File: src/hdl/motor_cfg_regs.svh
/*
  Register addresses, reset values, masks and timing counts for the
  motor drive configuration register bank.
  Assumes a 40 MHz core clock and 8-bit register addresses.
*/
`ifndef MOTOR_CFG_REGS_SVH
`define MOTOR_CFG_REGS_SVH

`define SPD_CFG_ADDR      8'h95
`define TIM_CFG_ADDR      8'h96
`define SPD_CFG_RESET     16'h0000
`define TIM_CFG_RESET     16'h0000
// Bit 7 of the timing register is reserved and never stored
`define TIM_CFG_RW_MASK   16'hFF7F

`define CLK_FREQ_KHZ      40000
`define CLK_PERIOD_NS     25
`define SW_LO_KHZ         25
`define SW_HI_KHZ         50
`define SW_LO_CYC         (`CLK_FREQ_KHZ / `SW_LO_KHZ)
`define SW_HI_CYC         (`CLK_FREQ_KHZ / `SW_HI_KHZ)
`define DEAD_STEP_NS      40

`define KT_HIGH_LO_Q4     4'h6
`define KT_HIGH_HI_Q4     4'h8
`define KT_LOW_LO_Q4      4'h3
`define KT_LOW_HI_Q4      4'h2

// Milli-supply-volts per second: 48000, 770, 370, 190, 91, 45
`define ACCEL_FAST_MVCC   16'hBB80
`define ACCEL_C3_MVCC     16'h0302
`define ACCEL_C4_MVCC     16'h0172
`define ACCEL_C5_MVCC     16'h00BE
`define ACCEL_C6_MVCC     16'h005B
`define ACCEL_C7_MVCC     16'h002D

// Typical slew in V/us: 35, 50, 80, 120
`define SLEW_C0_VUS       8'h23
`define SLEW_C1_VUS       8'h32
`define SLEW_C2_VUS       8'h50
`define SLEW_C3_VUS       8'h78

`define ADVANCE_STEP_DEG  8'h1E
`define SENSE_C1_MA       12'h190
`define SENSE_STEP_MA     12'h0C8
`define SENSE_C0_HZ       7'h0C
`define SENSE_C1_HZ       7'h18
`define SENSE_C2_HZ       7'h2F
`define SENSE_C3_HZ       7'h5F
`define SENSE_C0_NS       12'hA00
`define SENSE_C1_NS       12'h500
`define SENSE_C2_NS       12'h280
`define SENSE_C3_NS       12'h140
`define HANDOVER_R1_SHIFT 4

// Duty in tenths of a percent
`define DUTY_CUT          10'h00F
`define DUTY_FLOOR_LO     10'h032
`define DUTY_FLOOR_HI     10'h064
`define DUTY_FULL         10'h3E8

`endif

File: src/hdl/motor_cfg_pkg.sv
/*
  Types for the motor drive configuration register bank.
  Field layouts follow the two 16-bit configuration words, MSB first.
*/
package motor_cfg_pkg;

  typedef struct packed {
    logic       speed_input_type;
    logic       output_switch_rate_sel;
    logic [1:0] torque_const_lock_limits;
    logic       inductive_surge_guard_on;
    logic       mechanical_surge_guard_on;
    logic       mechanical_surge_guard_ref;
    logic       sense_release_behaviour;
    logic       handover_inhibit;
    logic [2:0] loop_accel_rate;
    logic [1:0] min_duty_clamp;
    logic [1:0] edge_rate_select;
  } spd_cfg_type;

  typedef struct packed {
    logic [1:0] sense_advance_angle;
    logic [3:0] sense_current_limit;
    logic [1:0] sense_clock_rate;
    logic       reserved;
    logic [1:0] loop_gain_constant;
    logic [4:0] switch_gap_delay;
  } tim_cfg_type;

  typedef struct packed {
    logic        wr;
    logic        rd;
    logic [7:0]  addr;
    logic [15:0] wdata;
  } reg_req_type;

  typedef struct packed {
    logic        rvalid;
    logic [15:0] rdata;
  } reg_rsp_type;

  typedef enum logic [1:0] {
    LOOP_IDLE   = 2'b00,
    LOOP_OPEN   = 2'b01,
    LOOP_CLOSED = 2'b10
  } loop_state_type;

  typedef struct packed {
    logic        speed_pwm_input;
    logic [10:0] switch_period;
    logic [3:0]  kt_high_q4;
    logic [3:0]  kt_low_q4;
    logic        inductive_guard;
    logic        mech_guard;
    logic        mech_ref_fixed;
    logic        release_hiz;
    logic        accel_immediate;
    logic [15:0] accel_mvcc_s;
    logic [1:0]  edge_rate;
    logic [7:0]  slew_v_us;
    logic [7:0]  advance_deg;
    logic        sense_enable;
    logic [11:0] sense_ma;
    logic [6:0]  sense_hz;
    logic [11:0] sense_res_ns;
    logic [2:0]  gain_q4;
    logic [6:0]  dead_cycles;
    logic        closed_loop;
  } settings_type;

  typedef struct packed {
    spd_cfg_type    spd;
    tim_cfg_type    tim;
    reg_rsp_type    rsp;
    settings_type   set;
    loop_state_type loop;
  } state_type;

  typedef struct packed {
    logic [9:0] duty;
  } duty_state_type;

endpackage

File: src/hdl/duty_clamp.sv
/*
  Minimum duty-cycle clamp applied to the commanded duty.
  Assumes duty command in tenths of a percent from logic on core_clk.
*/
`timescale 1ns/1ps
`include "motor_cfg_regs.svh"

module duty_clamp
(
  input  wire logic       core_clk,
  input  wire logic       rstn,
  input  wire logic [1:0] clamp_mode,
  input  wire logic [9:0] duty_cmd,
  output logic      [9:0] duty_out
);

  motor_cfg_pkg::duty_state_type st_q;
  motor_cfg_pkg::duty_state_type st_d;
  logic [9:0]                    floor_val;

  always_comb
  begin
    st_d      = st_q;
    floor_val = clamp_mode[0] ? `DUTY_FLOOR_HI : `DUTY_FLOOR_LO;
    if (duty_cmd < `DUTY_CUT)
      st_d.duty = clamp_mode[1] ? `DUTY_FULL : 10'h000;
    else if (duty_cmd < floor_val)
      st_d.duty = floor_val;
    else
      st_d.duty = duty_cmd;
  end

  always_ff @(posedge core_clk or negedge rstn)
  begin
    if (!rstn)
      st_q <= '0;
    else
      st_q <= st_d;
  end

  assign duty_out = st_q.duty;
endmodule // duty_clamp

File: src/hdl/motor_drive_config_regs.sv
/*
  Two 16-bit motor drive configuration registers with their decoded
  settings, open-to-closed loop handover and the minimum duty clamp.
  Assumes the serial interface engine delivers register requests on
  core_clk as single-cycle strobes, and that speed and duty inputs come
  from logic on the same clock.
*/
// Summary of operation
// - Speed-type bit selects analog level (0) or PWM waveform (1) on speed pin.
// - Switch-rate bit selects 25 kHz when clear, 50 kHz when set.
// - Lock limits: bit 0 high limit 3/2 or 2, bit 1 low 3/4 or 1/2.
// - Inductive surge guard active only while its enable bit is high.
// - Mechanical surge guard active only while its enable bit is high.
// - Mechanical guard clamps to supply (0) or fixed 24 V (1).
// - After sensing, release brakes phases (0) or floats them (1).
// - Inhibit 0 hands over at threshold speed; inhibit 1 stays open loop.
// - Accel code 000 immediate; others 48, 48, 0.77 down to 0.045 Vcc/s.
// - Duty follows command to 5/10% floor, below 1.5% gives 0 or 100%.
// - Two-bit edge rate, slowest at 00, fastest at 11.
// - Advance angle 30, 60, 90 or 120 degrees for codes 00 to 11.
// - Current code 0 disables sensing; 1 is 0.4 A; n is 0.2 A times (n+1).
// - Sense clock 12, 24, 47, 95 Hz with 2.56 down to 0.32 us resolution.
// - Loop gain constant 0.25, 0.5, 0.75 or 1 for codes 00 to 11.
// - Dead time is (n+1) times 40 ns, 40 ns to 1.28 us.
// - Timing register at address 0x96, zero after reset.
// - Handover threshold n x 0.8 Hz, or (n+1) x 12.8 Hz when top bit set.
`timescale 1ns/1ps
`include "motor_cfg_regs.svh"

module motor_drive_config_regs
#(
  parameter int SPEED_W = 12
)
(
  input  wire logic                        core_clk,
  input  wire logic                        rstn,
  input  wire motor_cfg_pkg::reg_req_type  req,
  output motor_cfg_pkg::reg_rsp_type       rsp,
  input  wire logic                        spin_active,
  input  wire logic [SPEED_W-1:0]          speed_est,
  input  wire logic [4:0]                  handover_speed_threshold,
  input  wire logic [9:0]                  duty_cmd,
  output motor_cfg_pkg::settings_type      settings,
  output logic      [9:0]                  duty_out
);

  // Speed estimate is in 0.8 Hz steps; the top threshold needs nine bits
  if (SPEED_W < 10 || SPEED_W > 16)
  begin : g_bad_speed_w
    $error("SPEED_W must lie between 10 and 16");
  end

  localparam motor_cfg_pkg::state_type STATE_RESET = '{
    spd:  motor_cfg_pkg::spd_cfg_type'(`SPD_CFG_RESET),
    tim:  motor_cfg_pkg::tim_cfg_type'(`TIM_CFG_RESET),
    rsp:  '0,
    set:  '0,
    loop: motor_cfg_pkg::LOOP_IDLE
  };

  motor_cfg_pkg::state_type st_q;
  motor_cfg_pkg::state_type st_d;
  logic [8:0]               thr_steps;
  logic                     thr_reached;

  function automatic logic [15:0] read_word(input logic [7:0]                addr,
                                            input motor_cfg_pkg::spd_cfg_type spd,
                                            input motor_cfg_pkg::tim_cfg_type tim);
    logic [15:0] w;
    w = 16'h0000;
    if (addr == `SPD_CFG_ADDR)
      w = spd;
    else if (addr == `TIM_CFG_ADDR)
      w = tim & `TIM_CFG_RW_MASK;
    return w;
  endfunction

  function automatic logic [15:0] accel_rate(input logic [2:0] code);
    logic [15:0] r;
    case (code)
      3'h0:    r = 16'h0000;
      3'h1:    r = `ACCEL_FAST_MVCC;
      3'h2:    r = `ACCEL_FAST_MVCC;
      3'h3:    r = `ACCEL_C3_MVCC;
      3'h4:    r = `ACCEL_C4_MVCC;
      3'h5:    r = `ACCEL_C5_MVCC;
      3'h6:    r = `ACCEL_C6_MVCC;
      default: r = `ACCEL_C7_MVCC;
    endcase
    return r;
  endfunction

  function automatic logic [7:0] slew_rate(input logic [1:0] code);
    logic [7:0] r;
    case (code)
      2'h0:    r = `SLEW_C0_VUS;
      2'h1:    r = `SLEW_C1_VUS;
      2'h2:    r = `SLEW_C2_VUS;
      default: r = `SLEW_C3_VUS;
    endcase
    return r;
  endfunction

  function automatic logic [6:0] sense_rate(input logic [1:0] code);
    logic [6:0] r;
    case (code)
      2'h0:    r = `SENSE_C0_HZ;
      2'h1:    r = `SENSE_C1_HZ;
      2'h2:    r = `SENSE_C2_HZ;
      default: r = `SENSE_C3_HZ;
    endcase
    return r;
  endfunction

  function automatic logic [11:0] sense_res(input logic [1:0] code);
    logic [11:0] r;
    case (code)
      2'h0:    r = `SENSE_C0_NS;
      2'h1:    r = `SENSE_C1_NS;
      2'h2:    r = `SENSE_C2_NS;
      default: r = `SENSE_C3_NS;
    endcase
    return r;
  endfunction

  function automatic logic [11:0] sense_current(input logic [3:0] code);
    logic [11:0] r;
    if (code == 4'h0)
      r = 12'h000;
    else if (code == 4'h1)
      r = `SENSE_C1_MA;
    else
      r = 12'(({8'h00, code} + 12'h001) * `SENSE_STEP_MA);
    return r;
  endfunction

  // Least time, so the count rounds up: code 0 still gives two cycles
  function automatic logic [6:0] dead_cycles(input logic [4:0] code);
    int ns;
    ns = (int'(code) + 1) * `DEAD_STEP_NS;
    return 7'((ns + `CLK_PERIOD_NS - 1) / `CLK_PERIOD_NS);
  endfunction

  // Threshold in 0.8 Hz steps; zero means no valid threshold
  function automatic logic [8:0] handover_steps(input logic [4:0] code);
    logic [8:0] r;
    if (!code[4])
      r = {5'h00, code[3:0]};
    else
      r = 9'(({5'h00, code[3:0]} + 9'h001) << `HANDOVER_R1_SHIFT);
    return r;
  endfunction

  always_comb
  begin
    thr_steps   = handover_steps(handover_speed_threshold);
    thr_reached = (thr_steps != 9'h000) &&
                  (speed_est >= {{(SPEED_W-9){1'b0}}, thr_steps});
  end

  always_comb
  begin
    st_d = st_q;
    st_d.rsp.rvalid = 1'b0;

    if (req.wr)
    begin
      if (req.addr == `SPD_CFG_ADDR)
        st_d.spd = motor_cfg_pkg::spd_cfg_type'(req.wdata);
      else if (req.addr == `TIM_CFG_ADDR)
        st_d.tim = motor_cfg_pkg::tim_cfg_type'(req.wdata & `TIM_CFG_RW_MASK);
    end

    // Reads see the word as it stood before a same-cycle write
    if (req.rd)
    begin
      st_d.rsp.rvalid = 1'b1;
      st_d.rsp.rdata  = read_word(req.addr, st_q.spd, st_q.tim);
    end

    case (st_q.loop)
      motor_cfg_pkg::LOOP_IDLE:
        if (spin_active)
          st_d.loop = motor_cfg_pkg::LOOP_OPEN;
      motor_cfg_pkg::LOOP_OPEN:
        if (!spin_active)
          st_d.loop = motor_cfg_pkg::LOOP_IDLE;
        else if (!st_q.spd.handover_inhibit && thr_reached)
          st_d.loop = motor_cfg_pkg::LOOP_CLOSED;
      motor_cfg_pkg::LOOP_CLOSED:
        if (!spin_active)
          st_d.loop = motor_cfg_pkg::LOOP_IDLE;
        else if (st_q.spd.handover_inhibit)
          st_d.loop = motor_cfg_pkg::LOOP_OPEN;
      default:
        st_d.loop = motor_cfg_pkg::LOOP_IDLE;
    endcase

    st_d.set.speed_pwm_input = st_q.spd.speed_input_type;
    st_d.set.switch_period   = st_q.spd.output_switch_rate_sel ?
                               11'(`SW_HI_CYC) : 11'(`SW_LO_CYC);
    st_d.set.kt_high_q4      = st_q.spd.torque_const_lock_limits[0] ?
                               `KT_HIGH_HI_Q4 : `KT_HIGH_LO_Q4;
    st_d.set.kt_low_q4       = st_q.spd.torque_const_lock_limits[1] ?
                               `KT_LOW_HI_Q4 : `KT_LOW_LO_Q4;
    st_d.set.inductive_guard = st_q.spd.inductive_surge_guard_on;
    st_d.set.mech_guard      = st_q.spd.mechanical_surge_guard_on;
    // Reference only matters while the mechanical guard is on
    st_d.set.mech_ref_fixed  = st_q.spd.mechanical_surge_guard_on &&
                               st_q.spd.mechanical_surge_guard_ref;
    st_d.set.release_hiz     = st_q.spd.sense_release_behaviour;
    st_d.set.accel_immediate = (st_q.spd.loop_accel_rate == 3'h0);
    st_d.set.accel_mvcc_s    = accel_rate(st_q.spd.loop_accel_rate);
    st_d.set.edge_rate       = st_q.spd.edge_rate_select;
    st_d.set.slew_v_us       = slew_rate(st_q.spd.edge_rate_select);
    st_d.set.advance_deg     = 8'(({6'h00, st_q.tim.sense_advance_angle} + 8'h01) *
                                  `ADVANCE_STEP_DEG);
    st_d.set.sense_enable    = (st_q.tim.sense_current_limit != 4'h0);
    st_d.set.sense_ma        = sense_current(st_q.tim.sense_current_limit);
    st_d.set.sense_hz        = sense_rate(st_q.tim.sense_clock_rate);
    st_d.set.sense_res_ns    = sense_res(st_q.tim.sense_clock_rate);
    st_d.set.gain_q4         = {1'b0, st_q.tim.loop_gain_constant} + 3'h1;
    st_d.set.dead_cycles     = dead_cycles(st_q.tim.switch_gap_delay);
    st_d.set.closed_loop     = (st_d.loop == motor_cfg_pkg::LOOP_CLOSED);
  end

  always_ff @(posedge core_clk or negedge rstn)
  begin
    if (!rstn)
      st_q <= STATE_RESET;
    else
      st_q <= st_d;
  end

  assign rsp      = st_q.rsp;
  assign settings = st_q.set;

  duty_clamp u_duty_clamp
  (
    .core_clk   (core_clk),
    .rstn       (rstn),
    .clamp_mode (st_q.spd.min_duty_clamp),
    .duty_cmd   (duty_cmd),
    .duty_out   (duty_out)
  );
endmodule // motor_drive_config_regs

File: config.mk
export PLATFORM = sky130hd
export DESIGN_NAME = motor_drive_config_regs
export DESIGN_NICKNAME = d
export VERILOG_FILES = /design/src/hdl/motor_cfg_pkg.sv /design/src/hdl/duty_clamp.sv /design/src/hdl/motor_drive_config_regs.sv
export VERILOG_INCLUDE_DIRS = /design/src /design/src/hdl
export SDC_FILE = /design/constraint.sdc
export NUM_CORES = 1
export LEC_CHECK = 0
export BUFFER_PORTS_ARGS = -buffer_cell sky130_fd_sc_hd__buf_2
export CAP_MARGIN = 40
export CORE_UTILIZATION = 40
export CTS_BUF_LIST = sky130_fd_sc_hd__clkbuf_16
export CTS_CLUSTER_DIAMETER = 200
export CTS_CLUSTER_SIZE = 10
export DETAILED_ROUTE_END_ITERATION = 6
export MAX_ROUTING_LAYER = met4
export REMOVE_ABC_BUFFERS = 1
export SLEW_MARGIN = 5
export SYNTH_ARGS = -nofsm -noshare
export SYNTH_HDL_FRONTEND = slang
export SYNTH_SLANG_ARGS = --single-unit
export TNS_END_PERCENT = 5
File: constraint.sdc
create_clock -name core_clk -period 9.6 [get_ports core_clk]
set_input_delay 0.96 -clock core_clk [delete_from_list [all_inputs] [get_ports core_clk]]
set_output_delay 0.96 -clock core_clk [all_outputs]
set_load 0.02 [all_outputs]
==> run metrics <==
Crit Path Max Fanout 20; hold violation total from the final report 0; CP most frequent cell ha_1; Critical-path top delay cell mux2i_2; YS warnings 0; placed insts 1,173; Final TNS setup 0 ps; Post-synth EDFFs 0; Design Power 1.70 mW; Reg2Reg Setup Slack 960 ps; root buffer cell clkbuf_16; H-tree levels 4; Tmin final 8640 ps; Post-synth ARST share 1.00; Worst-Margin Slew 810 ps; DP Area 8760 um^2; Clock Pin Slew Worst Setup and Hold Paths 60 ps; Worst Hold Class flip-flop to flip-flop; Layout Skew 6.43 ps; worst skew pair latency 420 ps; layout cell share with drive strength beyond 1 0.284; FILL cells 1,919; chip height 147 um; final setup vio count 0; routability congestion estimate from global placement 0.920; sequential share of the synthesized area 0.373; Worst path max stage delay 580 ps; Core Util, Final 0.458; final instance area 9390 um^2; relative slew slack 0.455; Routed Wire Length 18,600 um; PwrDens 181 nW/um^2; Worst Path Arrival 8940 ps; Buf/Inv on CP 4; hold buffers post-CTS 0; Reg-to-Reg Start st_q[121]$_DFFE_PN0P_; detailed-route DRC error count 0; RSZ-0062 raised after global routing no; MaxCap Viol Count 0; Critical R2R Capture settings[1]$_DFF_PN0_; worst hold slack 397 ps; CP Capture Type flip-flop; Startpoint Class flip-flop; GRT Residual Overflow 0; final period utilization 0.900; via/cell ratio 5.19; run status complete, no violations; critical path data required time 9900 ps; Post-CTS Setup Bufs 0; Hold Path Origin st_d[83]$_DFFE_PN0P_; largest net degree at the start of global routing 64; WHS Path Cells 0; Max Slew Vio Count 0; drt pass-1 iters 6; Crit Path Class flip-flop to flip-flop; wire length per cell 15.4 um; number of global-route vias before repair 5,858; Leakage 4.57 nW; area grow syn2layout 11.0%; first-pass GRT wire length 30,000 um; final setup margin 957 ps; R2R cell count 32; Clock Sinks 126; syn avg cell area 9.86 um^2; crit-path leading delay family compound AO/OA/AOI/OAI gates; ant diodes 0; number of nets in the layout 1,028; post-route ant nets 0; die area 21,700 um^2; GRT Total Usage 0.180; TritonCTS clock tree done; port bufs 161; hold worst-path end settings[81]$_DFF_PN0_; I/O pin total 185; Starting Density 0.413; VDD IR max 86.6 uV; number of DRC markers in iteration 0 323; initial antenna violation count 0; Seq cells post-synth 126; FMAX 116 MHz; Inserted Clock Buffers 17; row count 52; Setup WS pre-CTS 1080 ps; synth unique cells 87; Post-Layout Cell Count 1,205; Synth Instances 858; vias 6,248; cts repair resizes 0; Placeable Area 20,500 um^2; die width 147 um; Synth Cell Area 8460 um^2; Max clock buf depth 2; DPL Wire Length 13,900 um; top_reg_cell synth dfrtp_1
layer usage:
layer	up-vias	part of all wire	global-route usage
met5	-	0	-
met4	0	0.017	0.0619
met3	25	0.061	0.0361
met2	231	0.47	0.284
met1	2983	0.46	0.230
li1	3009	-	-
cells by family after synthesis:
| logic type | synth area share |
|---|---|
| buffers and inverters | 0.137 |
| flip-flops | 0.373 |
| multiplexers | 0.0608 |
| adder cells (fa/ha/maj) | 0.0758 |
| AND/OR/NAND/NOR | 0.135 |
| XOR/XNOR | 0.0567 |
| AO/OA/AOI/OAI | 0.161 |
| other | 0.000888 |
registers in the layout, summed over array words and instances, names as in the netlist:
name and cells:
u_duty_clamp.duty_out 10, st_d 6, rsp 17, settings 66, st_q 27
worst max-delay path by stage:
stage | from | endpoint | slack [ps] | cells past startpoint
finish | st_q[121]$_DFFE_PN0P_ | settings[1]$_DFF_PN0_ | 960 | 32
global route | st_q[121]$_DFFE_PN0P_ | settings[1]$_DFF_PN0_ | 280 | 34
CTS | st_q[121]$_DFFE_PN0P_ | settings[1]$_DFF_PN0_ | 1000 | 32
detailed placement | st_q[121]$_DFFE_PN0P_ | settings[1]$_DFF_PN0_ | 1080 | 34
global placement | st_q[121]$_DFFE_PN0P_ | settings[1]$_DFF_PN0_ | 1340 | 34
floorplan | st_q[121]$_DFFE_PN0P_ | settings[1]$_DFF_PN0_ | 1820 | 33
synth_stat cells (all sizes together), types with 5 or more instances:
cell type / count / area (um^2)
buf: 128 / 960
dfrtp: 126 / 3150
nor2: 57 / 214
a21oi: 48 / 263
ha: 48 / 601
nand2: 39 / 146
mux2: 37 / 420
inv: 35 / 131
xnor2: 33 / 315
o21ai: 29 / 149
nor3: 20 / 110
nand2b: 19 / 119
clkbuf: 18 / 67.6
xor2: 17 / 164
a22oi: 15 / 113
nand3: 15 / 87.6
and2: 14 / 87.6
nor2b: 12 / 75.1
a211oi: 11 / 92.6
o211ai: 10 / 85.1
a21o: 9 / 67.6
mux2i: 9 / 93.8
nor4: 9 / 56.3
a31oi: 8 / 50.1
or2: 7 / 43.8
and3: 5 / 31.3
o31ai: 5 / 37.5
report_power, final:
| part | internal, mW | switching, mW |
|---|---|---|
| combinational | 0.160 | 0.261 |
| clock | 0.438 | 0.251 |
| sequential | 0.568 | 0.0210 |
| total | 1.17 | 0.533 |
cell usage in the layout, fill, tap and decap left out, types with 9 or more instances in the layout:
| cell | n |
|---|---|
| buf_2 | 160 |
| dfrtp_1 | 126 |
| nor2_1 | 57 |
| ha_1 | 48 |
| a21oi_1 | 46 |
| nand2_1 | 39 |
| mux2_2 | 36 |
| inv_1 | 34 |
| xnor2_1 | 31 |
| o21ai_0 | 26 |
| conb_1 | 25 |
| nand2b_1 | 19 |
| nor3_1 | 18 |
| clkbuf_16 | 17 |
| xor2_1 | 15 |
| a22oi_1 | 15 |
| nand3_1 | 14 |
| and2_1 | 14 |
| nor2b_1 | 12 |
| a211oi_1 | 9 |
| nor4_1 | 9 |
| a21o_1 | 9 |
area by class of cell:
cell class	instances	area [um^2]	area share
Clock buffer	17	425	0.0453
Clock inverter	15	209	0.0223
Inverter	35	131	0.0140
Multi-Input combinational cell	574	4240	0.452
Sequential cell	126	3150	0.336
Tap cell	270	338	0.0360
Timing Repair Buffer	168	892	0.0950
Note: power is estimated with default switching activity, not from simulation.
